[src/dtbct_pkg.sv]
`default_nettype none
package dtbct_pkg;
  // register indices; the bus byte address is the index times four
  localparam logic [7:0] ADDR_IDX_CSR2 = 8'h08;
  localparam logic [7:0] ADDR_IDX_RELOAD = 8'h09;
  localparam logic [7:0] ADDR_IDX_CNT2 = 8'h0a;
  localparam logic [7:0] ADDR_IDX_CSR1 = 8'h0b;
  localparam logic [7:0] ADDR_IDX_CAPT = 8'h0c;
  localparam int ADDR_W = 8;
  // second control/status field positions
  localparam int CSR2_FLAG_BIT = 0;
  localparam int CSR2_IE_BIT = 1;
  // first control/status field positions
  localparam int CSR1_FLAG_BIT = 3;
  localparam int CSR1_IE_BIT = 4;
  localparam int CSR1_PDS_BIT = 5;
  localparam int CSR1_CFLAG_BIT = 6;
  localparam int CSR1_CIE_BIT = 7;
  // prescaler: oscillator / 32
  localparam int PRESCALE_DIV = 32;
  localparam logic [4:0] PRESCALE_LAST = 5'(PRESCALE_DIV - 1);
  // first counter wraps after f9h
  localparam logic [7:0] CNT1_LAST = 8'hf9;
  localparam logic [7:0] CNT2_LAST = 8'hff;
  localparam logic [7:0] ZERO8 = 8'h00;
  localparam logic [7:0] RELOAD_RST = 8'h00;
  // second timebase programmable range and first timebase base period at 8 MHz oscillator, in ns
  localparam int TB2_STEP_NS = 4000;
  localparam int TB2_MAX_NS = 1024000;
  localparam int TB1_BASE_NS = 1000000;
  localparam int OSC_MHZ = 8;
  typedef enum logic {
    DTBCT_PER_SINGLE,
    DTBCT_PER_DOUBLE
  } dtbct_period_t;
endpackage
`default_nettype wire

[src/dtbct_timer.sv]
`timescale 1ns/1ps
`default_nettype none
module dtbct_timer
  import dtbct_pkg::*;
(
  input wire logic core_clk, // 40 MHz clock standing in for the oscillator
  input wire logic rst_b, // asynchronous reset, active low
  input wire logic [31:0] wb_adr_i, // wishbone byte address
  input wire logic [31:0] wb_dat_i, // wishbone write data
  input wire logic [3:0] wb_sel_i, // wishbone byte selects
  input wire logic wb_we_i, // wishbone write enable
  input wire logic wb_cyc_i, // wishbone cycle
  input wire logic wb_stb_i, // wishbone strobe
  output logic [31:0] wb_dat_o, // wishbone read data
  output logic wb_ack_o, // wishbone acknowledge
  input wire logic full_halt, // high while device is in full halt mode
  input wire logic capture_input_pin, // capture pin
  output logic first_timebase_irq, // first timebase interrupt request
  output logic second_timebase_irq, // second timebase interrupt request
  output logic capture_irq, // capture interrupt request
  output logic halt_wakeup // capture wake request out of halt
);
  import dtbct_pkg::*;

  logic [4:0] pre_q;
  logic tick;
  logic [7:0] cnt1_q;
  logic [7:0] cnt2_q;
  logic [7:0] reload_q;
  logic [7:0] capt_q;
  logic ovf1_q;
  logic tb1_flag_q;
  logic tb2_flag_q;
  logic cap_flag_q;
  logic tb1_ie_q;
  logic tb2_ie_q;
  logic cap_ie_q;
  logic pds_q;
  logic sync1_q;
  logic sync2_q;
  logic pin_last_q;
  logic edge_seen;
  logic ovf1_evt;
  logic ovf2_evt;
  logic cap_evt;
  logic bus_req;
  logic rd_acc;
  logic wr_acc;
  logic [7:0] rd_byte;
  logic lane0_wr;
  logic prime1_q;
  logic prime2_q;
  logic primed_q;
  logic csr1_rd;
  logic csr2_rd;
  logic capt_rd;
  logic csr1_wr;
  logic csr2_wr;
  logic reload_wr;
  logic wrap1;
  logic wrap2;

  // strip the word alignment: register index is the byte address over four
  function automatic logic hit(input logic [31:0] adr, input logic [ADDR_W-1:0] idx);
    hit = (adr[31:2] == {22'h000000, idx}) && (adr[1:0] == 2'b00);
  endfunction

  // status byte layouts; reserved positions read as zero
  function automatic logic [7:0] pack_csr2(input logic flag, input logic ie);
    pack_csr2 = ZERO8;
    pack_csr2[CSR2_FLAG_BIT] = flag;
    pack_csr2[CSR2_IE_BIT] = ie;
  endfunction

  function automatic logic [7:0] pack_csr1(input logic tb1_flag, input logic tb1_ie, input logic pds,
                                           input logic cap_flag, input logic cap_ie);
    pack_csr1 = ZERO8;
    pack_csr1[CSR1_FLAG_BIT] = tb1_flag;
    pack_csr1[CSR1_IE_BIT] = tb1_ie;
    pack_csr1[CSR1_PDS_BIT] = pds;
    pack_csr1[CSR1_CFLAG_BIT] = cap_flag;
    pack_csr1[CSR1_CIE_BIT] = cap_ie;
  endfunction

  assign bus_req = wb_cyc_i && wb_stb_i && !wb_ack_o;
  assign rd_acc = bus_req && !wb_we_i;
  assign wr_acc = bus_req && wb_we_i;
  assign lane0_wr = wr_acc && wb_sel_i[0];

  // register decodes, shared by the flag clears and the control writes
  assign csr1_rd = rd_acc && hit(wb_adr_i, ADDR_IDX_CSR1);
  assign csr2_rd = rd_acc && hit(wb_adr_i, ADDR_IDX_CSR2);
  assign capt_rd = rd_acc && hit(wb_adr_i, ADDR_IDX_CAPT);
  assign csr1_wr = lane0_wr && hit(wb_adr_i, ADDR_IDX_CSR1);
  assign csr2_wr = lane0_wr && hit(wb_adr_i, ADDR_IDX_CSR2);
  assign reload_wr = lane0_wr && hit(wb_adr_i, ADDR_IDX_RELOAD);

  // shared divide-by-32 enable; frozen in full halt so both counters stop
  always_ff @(posedge core_clk or negedge rst_b) begin
    if (!rst_b) begin
      pre_q <= 5'h00;
    end else if (!full_halt) begin
      pre_q <= (pre_q == PRESCALE_LAST) ? 5'h00 : pre_q + 5'h01;
    end
  end
  assign tick = !full_halt && (pre_q == PRESCALE_LAST);
  assign wrap1 = tick && (cnt1_q == CNT1_LAST);
  assign wrap2 = tick && (cnt2_q == CNT2_LAST);

  // first counter: hidden from software, 250 steps from 00h to f9h
  always_ff @(posedge core_clk or negedge rst_b) begin
    if (!rst_b) begin
      cnt1_q <= ZERO8;
    end else if (wrap1) begin
      cnt1_q <= ZERO8;
    end else if (tick) begin
      cnt1_q <= cnt1_q + 8'h01;
    end
  end

  // half-period phase: with period select it takes two wraps per event
  always_ff @(posedge core_clk or negedge rst_b) begin
    if (!rst_b) begin
      ovf1_q <= 1'b0;
    end else if (wrap1) begin
      ovf1_q <= pds_q ? !ovf1_q : 1'b0;
    end
  end
  assign ovf1_evt = wrap1 && (!pds_q || ovf1_q);

  // second counter: starts at reset reload value, reloads on overflow
  always_ff @(posedge core_clk or negedge rst_b) begin
    if (!rst_b) begin
      cnt2_q <= RELOAD_RST;
    end else if (wrap2) begin
      cnt2_q <= reload_q;
    end else if (tick) begin
      cnt2_q <= cnt2_q + 8'h01;
    end
  end
  assign ovf2_evt = wrap2;

  // reload register is only sampled at overflow, so writes need no shadow
  always_ff @(posedge core_clk or negedge rst_b) begin
    if (!rst_b) begin
      reload_q <= RELOAD_RST;
    end else if (reload_wr) begin
      reload_q <= wb_dat_i[7:0];
    end
  end

  // two-stage synchroniser; nothing but the second stage reads the first
  always_ff @(posedge core_clk or negedge rst_b) begin
    if (!rst_b) begin
      sync1_q <= 1'b0;
      sync2_q <= 1'b0;
    end else begin
      sync1_q <= capture_input_pin;
      sync2_q <= sync1_q;
    end
  end

  always_ff @(posedge core_clk or negedge rst_b) begin
    if (!rst_b) begin
      pin_last_q <= 1'b0;
    end else begin
      pin_last_q <= sync2_q;
    end
  end

  // the chain resets to zero while the pin may idle high; edges are ignored
  // until all three stages hold the real pin level, so a genuine edge in the
  // first cycle after reset, before the first sampling edge, is lost
  always_ff @(posedge core_clk or negedge rst_b) begin
    if (!rst_b) begin
      prime1_q <= 1'b0;
      prime2_q <= 1'b0;
      primed_q <= 1'b0;
    end else begin
      prime1_q <= 1'b1;
      prime2_q <= prime1_q;
      primed_q <= prime2_q;
    end
  end
  // edge logic runs even in halt so a capture can wake the device
  assign edge_seen = primed_q && (sync2_q ^ pin_last_q);
  assign cap_evt = edge_seen && !cap_flag_q;

  always_ff @(posedge core_clk or negedge rst_b) begin
    if (!rst_b) begin
      capt_q <= ZERO8;
    end else if (cap_evt) begin
      capt_q <= cnt1_q;
    end
  end

  // timebase flags: hardware set wins over a clearing read in the same cycle
  always_ff @(posedge core_clk or negedge rst_b) begin
    if (!rst_b) begin
      tb1_flag_q <= 1'b0;
    end else if (ovf1_evt) begin
      tb1_flag_q <= 1'b1;
    end else if (csr1_rd) begin
      tb1_flag_q <= 1'b0;
    end
  end

  always_ff @(posedge core_clk or negedge rst_b) begin
    if (!rst_b) begin
      tb2_flag_q <= 1'b0;
    end else if (ovf2_evt) begin
      tb2_flag_q <= 1'b1;
    end else if (csr2_rd) begin
      tb2_flag_q <= 1'b0;
    end
  end

  // reset value is defined here although software still reads once
  always_ff @(posedge core_clk or negedge rst_b) begin
    if (!rst_b) begin
      cap_flag_q <= 1'b0;
    end else if (cap_evt) begin
      cap_flag_q <= 1'b1;
    end else if (capt_rd) begin
      cap_flag_q <= 1'b0;
    end
  end

  // control bits; the flag positions are not writable
  always_ff @(posedge core_clk or negedge rst_b) begin
    if (!rst_b) begin
      tb1_ie_q <= 1'b0;
    end else if (csr1_wr) begin
      tb1_ie_q <= wb_dat_i[CSR1_IE_BIT];
    end
  end

  always_ff @(posedge core_clk or negedge rst_b) begin
    if (!rst_b) begin
      cap_ie_q <= 1'b0;
    end else if (csr1_wr) begin
      cap_ie_q <= wb_dat_i[CSR1_CIE_BIT];
    end
  end

  always_ff @(posedge core_clk or negedge rst_b) begin
    if (!rst_b) begin
      pds_q <= 1'b0;
    end else if (csr1_wr) begin
      pds_q <= wb_dat_i[CSR1_PDS_BIT];
    end
  end

  always_ff @(posedge core_clk or negedge rst_b) begin
    if (!rst_b) begin
      tb2_ie_q <= 1'b0;
    end else if (csr2_wr) begin
      tb2_ie_q <= wb_dat_i[CSR2_IE_BIT];
    end
  end

  // read mux; first counter deliberately absent, unmapped reads give zero
  always_comb begin
    rd_byte = ZERO8;
    if (hit(wb_adr_i, ADDR_IDX_CSR2)) begin
      rd_byte = pack_csr2(tb2_flag_q, tb2_ie_q);
    end else if (hit(wb_adr_i, ADDR_IDX_RELOAD)) begin
      rd_byte = reload_q;
    end else if (hit(wb_adr_i, ADDR_IDX_CNT2)) begin
      rd_byte = cnt2_q;
    end else if (hit(wb_adr_i, ADDR_IDX_CSR1)) begin
      rd_byte = pack_csr1(tb1_flag_q, tb1_ie_q, pds_q, cap_flag_q, cap_ie_q);
    end else if (hit(wb_adr_i, ADDR_IDX_CAPT)) begin
      rd_byte = capt_q;
    end
  end

  // one wait-free ack per request; ack drops the cycle after
  always_ff @(posedge core_clk or negedge rst_b) begin
    if (!rst_b) begin
      wb_ack_o <= 1'b0;
    end else begin
      wb_ack_o <= bus_req;
    end
  end

  // read data is zero for writes so a stale byte never shows on the bus
  always_ff @(posedge core_clk or negedge rst_b) begin
    if (!rst_b) begin
      wb_dat_o <= 32'h00000000;
    end else begin
      wb_dat_o <= rd_acc ? {24'h000000, rd_byte} : 32'h00000000;
    end
  end

  // interrupt requests follow flag and enable one cycle later
  always_ff @(posedge core_clk or negedge rst_b) begin
    if (!rst_b) begin
      first_timebase_irq <= 1'b0;
    end else begin
      first_timebase_irq <= tb1_flag_q && tb1_ie_q;
    end
  end

  always_ff @(posedge core_clk or negedge rst_b) begin
    if (!rst_b) begin
      second_timebase_irq <= 1'b0;
    end else begin
      second_timebase_irq <= tb2_flag_q && tb2_ie_q;
    end
  end

  always_ff @(posedge core_clk or negedge rst_b) begin
    if (!rst_b) begin
      capture_irq <= 1'b0;
    end else begin
      capture_irq <= cap_flag_q && cap_ie_q;
    end
  end

  // only the capture may wake from halt; the timebases are frozen there anyway
  always_ff @(posedge core_clk or negedge rst_b) begin
    if (!rst_b) begin
      halt_wakeup <= 1'b0;
    end else begin
      halt_wakeup <= cap_flag_q && cap_ie_q && full_halt;
    end
  end
endmodule // dtbct_timer
`default_nettype wire

[config.mk]
export PLATFORM = sky130hd
export DESIGN_NAME = dtbct_timer
export DESIGN_NICKNAME = d
export VERILOG_FILES = /design/src/dtbct_pkg.sv /design/src/dtbct_timer.sv
export SDC_FILE = /design/constraint.sdc
export NUM_CORES = 1
export LEC_CHECK = 0
export BUFFER_PORTS_ARGS = -buffer_cell sky130_fd_sc_hd__buf_2
export CAP_MARGIN = 10
export CORE_MARGIN = 2
export CORE_UTILIZATION = 40
export DETAILED_ROUTE_END_ITERATION = 6
export GPL_TIMING_DRIVEN = 1
export PLACE_DENSITY = 0.71
export SLEW_MARGIN = 20
export SYNTH_ARGS = -nofsm -noshare
export SYNTH_HDL_FRONTEND = slang
export SYNTH_SLANG_ARGS = --single-unit
[constraint.sdc]
create_clock -name core_clk -period 2.3 [get_ports core_clk]
set_input_delay 0.46 -clock core_clk [delete_from_list [all_inputs] [get_ports core_clk]]
set_output_delay 0.46 -clock core_clk [all_outputs]
set_load 0.02 [all_outputs]
# After elaboration in Yosys (flattened, before gate mapping)

Index checks and enable logic that the tools add are counted.

Memories: 0
Output and inout bits: 37
Register bits after elaboration: 64
Memory bits (read-only): 0
RAM bits: 0
Bits in latches: 0

Order comparisons: 0
Equality and inequality tests: 8
Multiplexer cells: 18
Multipliers: 0
Shifts and indexed selects: 0
Divide/modulo/power cells: 0
Bitwise logic cells: 1
Reduce and logical (&&, ||, !) cells: 39
Add/sub/neg operators: 3

Operators by type and width:

| operator                                       | count |
|---|---|
| == test 30 x 4 -> 1 bit, second input constant | 5 |
| two-way mux 8 bit                              | 10 |
| logical AND 1 bit                              | 26 |
| adder 8 x 1 -> 8 bit, second input constant    | 2 |
| == test 8 bit, second input constant           | 2 |
| nonzero test 2 bit                             | 5 |
| two-way mux 1 bit                              | 7 |
| logical NOT 1 bit                              | 6 |
| adder 5 x 1 -> 5 bit, second input constant    | 1 |
| == test 5 bit, second input constant           | 1 |
| two-way mux 5 bit                              | 1 |
| logical NOT 2 bit                              | 1 |
| logical OR 1 bit                               | 1 |
| XOR 1 bit                                      | 1 |

# Longest topological paths before layout

Depth in word-level cells: 8
Depth in mapped cells: 8

# Worst setup path before layout

OpenSTA, ideal clock, no wires.

Kind: register to register
From: register pre_q[0]
To: register ovf1_q
Path buffers: 0
Slack: 224 ps
Arrival: 1951 ps
Cell stages (with the launch flop): 7
Required time: 2175 ps
Library setup time: 125 ps
Clock period less this slack: 2076 ps
Path through: dfrtp_1 > ha_1 > and3_1 > ha_1 > nand2b_1 > nor4_2 > mux2_2

Cells in the longest elaborated chain, start to end: 3

Ends and longest elaborated chain:

| what                   | RTL line           | text |
|---|---|---|
| from (decl)            | dtbct_timer.sv:25  | `logic [4:0] pre_q;` |
| from (signal assigned) | dtbct_timer.sv:103 | `pre_q <= (pre_q == PRESCALE_LAST) ? 5'h00 : pre_q + 5'h01;` |
| == test 5 bit          | dtbct_timer.sv:106 | `assign tick = !full_halt && (pre_q == PRESCALE_LAST);` |
| logical AND 1 bit      | dtbct_timer.sv:106 |  |
| logical AND 1 bit      | dtbct_timer.sv:107 | `assign wrap1 = tick && (cnt1_q == CNT1_LAST);` |
| to (signal assigned)   | dtbct_timer.sv:126 | `ovf1_q <= pds_q ? !ovf1_q : 1'b0;` |
| to (decl)              | dtbct_timer.sv:31  | `logic ovf1_q;` |

No other way between the ends.
A chain may end at the register's enable or synchronous reset.

# Final worst setup path

From: register pre_q[0]
To: register cnt1_q[0]

Cells in the longest elaborated chain, start to end: 4

Ends and longest elaborated chain:

| what                                                    | RTL line           | text |
|---|---|---|
| == test 5 bit (*)                                       | dtbct_timer.sv:106 |  |
| logical AND 1 bit (*)                                   | dtbct_timer.sv:106 |  |
| logical AND 1 bit                                       | dtbct_timer.sv:107 |  |
| two-way mux 8 bit or nonzero test 2 bit (tied branches) | n/a                |  |
| to (signal assigned)                                    | dtbct_timer.sv:117 | `cnt1_q <= cnt1_q + 8'h01;` |
| to (decl)                                               | dtbct_timer.sv:27  | `logic [7:0] cnt1_q;` |

Mark *: on every way between the ends. The rest lies on a longest branch, timed or not.

==> metrics.md <==
| Metric | Value |
|---|---|
| Total congestion overflow | 0 |
| Mux contribution to synthesized area | 8.89% |
| CP startpoint | pre_q[0] |
| Fin nets | 458 |
| Placeable Area | just under 8000 sq um |
| Leakage power | 0.00184 uW |
| Largest net degree at the start of global routing | 65 |
| RSZ-0062 raised after global routing | false |
| Final period util | 84.7% |
| Critical path peak fanout | 9 |
| Initial DRT Pass Iterations | 4 |
| Routed len/inst | 14.3 um |
| Area growth, synth to finish | 18.2% |
| Share of power burned in registers | about half |
| Crit path launch type | register |
| HP Class | in -> async |
| Post-Syn Area | ~3200 sq um |
| Boundary Pins | 112 |
| Final hold vios | 0 |
| Die area | 8830 sq um |
| Synth Area per Inst | ~11 sq um |
| Slowest cell on the critical path | dfrtp_1 |
| Minimum clock period | 1.95 ns |
| Syn Inst Count | 306 |
| Compound-gate portion of the synthesized area | about a tenth |
| TritonCTS buffer count | 9 |
| Die Height | between 90 and 100 um |
| WHS | around 0.12 ns |
| VDD IR max | between 200 and 300 uV |
| Num rows | 32 |
| Synth Warn # | 0 |
| Combinational share of power | 13.5% |
| Synth Area in Adders | between 1.5 and 2% |
| Total chip power | 2610 uW |
| Gpl congestion | 0.880 |
| Internal power | approximately 1900 uW |
| Fmax | about 510 MHz |
| Post_cts resized | 0 |
| Setup Viol. Count Final | 0 |
| Critical Path, Cell by Cell | ha_1, and3_1, ha_1, nand2b_1, nor4_2, buf_4, nor3_1, a21o_1 |
| Sw frac | 27.6% |
| Data arrival, critical path | around 2.2 ns |
| Number of antenna diodes | 0 |
| Vias in the first global route | around 2400 |
| Sequential area share after synthesis | between 40% and 50% |
| DRC | 0 |
| Final instance area | roughly 3800 sq um |
| Clk_skew | 0.00474 ns |
| WL final | 6.93 mm |
| Yosys cell types | 47 |
| # hold bufs at CTS | 0 |
| Antenna violations before repair | 0 |
| Final core occ | between 40 and 50% |
| Most frequent CP cell | ha_1 |
| Xor/xnor share of the synthesized area | 1.89% |
| Synth Flop Type | dfrtp_1 |
| Largest family of logic cells by synthesized area | simple AND/OR/NAND/NOR gates |
| CP endpoint kind | register |
| DR vias | approximately 2500 |
| Max-slew violation count | 0 |
| Psw | between 700 and 800 uW |
| Clock-pin transition on the worst setup and hold timing paths | ~0.07 ns |
| Post-synth EDFFs | 0 |
| Worst path required time | approximately 2.5 ns |
| Clk Latency, worst-skew pair | ~0.34 ns |
| Root Driver | clkbuf_8 |
| Pwr dens | roughly 680 nW/um^2 |
| Overall Global Routing Usage | roughly 16% |
| Post-CTS Setup Bufs | 0 |
| Reg2reg start | pre_q[0] |
| Starting density of the core | between 40% and 50% |
| Placed Area | around 3600 sq um |
| Htree depth | 3 |
| Max Root-Sink Buffers | 2 |
| DRT iter0 DRCs | between 150 and 200 |
| Yosys reg bits | 64 |
| Filler cells | about 720 |
| Delay of the slowest critical-path stage | roughly 0.38 ns |
| Post-DP HPWL | 5.20 mm |
| Vias per inst | 5.11 |
| Max-Cap Viols | 0 |
| Fraction of layout cells with a size suffix above 1 | 30.5% |
| Die span in x | about 94 um |
| ANT nets after route | 0 |
| Setup TNS | 0 ns |
| Port bufs | 60 |
| Post-synth ARST share | 100% |
| Status | complete, no violations |
| First-pass GRT wire length | between 10 and 15 mm |
| Clk sink count | 64 |
| Critical path class | reg -> reg |
| CTS tree | yes |
| Clk pwr share | between 30% and 40% |
| Simple-Gate Fraction of Synth Area | 19.7% |
==> synthesized netlist by cell type, types with 2 or more instances <==
master / number / area share [%]
inv_1: 9 / 1.0
nor4_1: 6 / 1.2
nor3b_1: 2 / 0.46
conb_1: 2 / 0.23
and2_1: 4 / 0.77
xnor2_1: 2 / 0.54
dfrtp_1: 64 / 49
clkbuf_1: 9 / 1.0
and3b_1: 3 / 0.81
nor2b_1: 4 / 0.77
nand3_1: 7 / 1.1
nand4_1: 7 / 1.4
nor2_1: 20 / 2.3
a21o_1: 2 / 0.46
mux2_4: 8 / 3.7
a21oi_1: 12 / 1.9
nor3_1: 9 / 1.4
a22oi_1: 2 / 0.46
mux2_2: 14 / 4.9
nand2b_1: 4 / 0.77
o311ai_0: 3 / 0.81
xor2_1: 5 / 1.4
buf_4: 24 / 5.6
a221oi_1: 5 / 1.4
nor4_2: 5 / 1.9
o21ai_0: 16 / 2.5
nand2_1: 27 / 3.1
a31oi_1: 2 / 0.39
ha_1: 5 / 1.9
and3_1: 5 / 0.97
o22ai_1: 3 / 0.58
==> cell type report <==
class / count / area [sq um] / share of cell area [%]
flip-flops and latches: 64 / 1600 / 41.8
clock inverters: 5 / 56.3 / 1.47
multi-input cells: 222 / 1460 / 38.2
repair buffers: 72 / 403 / 10.5
inverters: 9 / 33.8 / 0.883
well taps: 102 / 128 / 3.33
clock buffers: 11 / 141 / 3.69
==> power groups by stage <==
stage / logic (uW) / registers (uW) / clock network [uW]
detailed placement: 354 / 1320 / 0
CTS: 356 / 1300 / 972
floorplan: 260 / 1300 / 0
global route: 408 / 1310 / 1030
finish: 352 / 1300 / 957
global placement: 341 / 1310 / 0
==> per-stage QoR <==
stage               setup WS, ns  std cells
global route               0.215        485
detailed placement        0.0316        469
CTS                        0.348        485
floorplan                  0.224        329
finish                     0.352        485
global placement          0.0482        469
==> layer usage <==
| layer | vias up | global-route usage [%] | routed length [um] | share of wire, % |
|---|---|---|---|---|
| met5 | - | 0 | 0 | 0 |
| met4 | 0 | 8.57 | 196 | 2.8 |
| met3 | 17 | 4.57 | 623 | 9.0 |
| met2 | 121 | 25.2 | 3190 | 46 |
| met1 | 1151 | 20.6 | 2920 | 42 |
| li1 | 1189 | - | - | - |
==> layout by cell type, fill, tap and decap left out, types with 4 or more instances in the layout <==
cell	instances
nor4_1	6
xor2_1	5
ha_1	5
nand4_1	7
nor2_1	20
dfrtp_1	64
and2_1	4
mux2_4	8
nand2_1	27
and3_1	5
a21oi_1	12
buf_2	60
mux2_2	14
buf_4	11
nor3_1	9
o21ai_0	16
a221oi_1	5
nor4_2	5
clkbuf_8	10
conb_1	25
nand2b_1	4
nor2b_1	4
nand3_1	7
inv_1	9
==> registers in the layout (all words and copies together) (netlist names), 5 cells and up <==
signal    cells
cnt1_q        8
capt_q        8
reload_q      8
pre_q         5
wb_dat_o      8
cnt2_q        8
==> worst max-delay path, delay by kind of cell, from the launching register on <==
family | cells | cell delay [ns]
simple gates | 4 | 0.64
buf+inv | 1 | 0.22
compound gates | 1 | 0.15
flops | 1 | 0.38
fa+ha+maj | 2 | 0.45
==> path summary, 6_finish.rpt <==
check                         endpoint  slack, ns  depth (start not counted)
setup / recovery             cnt1_q[0]       0.35                          8
hold / removal                 sync2_q       0.12                          2
setup reg to reg             cnt1_q[0]       0.35                          8
hold reg to reg                sync2_q       0.35                          0
max in group asynchronous  wb_dat_o[2]       1.91                          2
min in group core_clk          sync1_q       0.22                          1
==> kinds of logic after synthesis <==
kind of cell	after synthesis
and+or+nand+nor	111
DFF	64
AOI/OAI and AO/OA	51
buffers and inverters	43
muxes	23
xor gates and xnor gates	7
adders and majority gates	5
other	2
(Power assumes the default switching activity.)
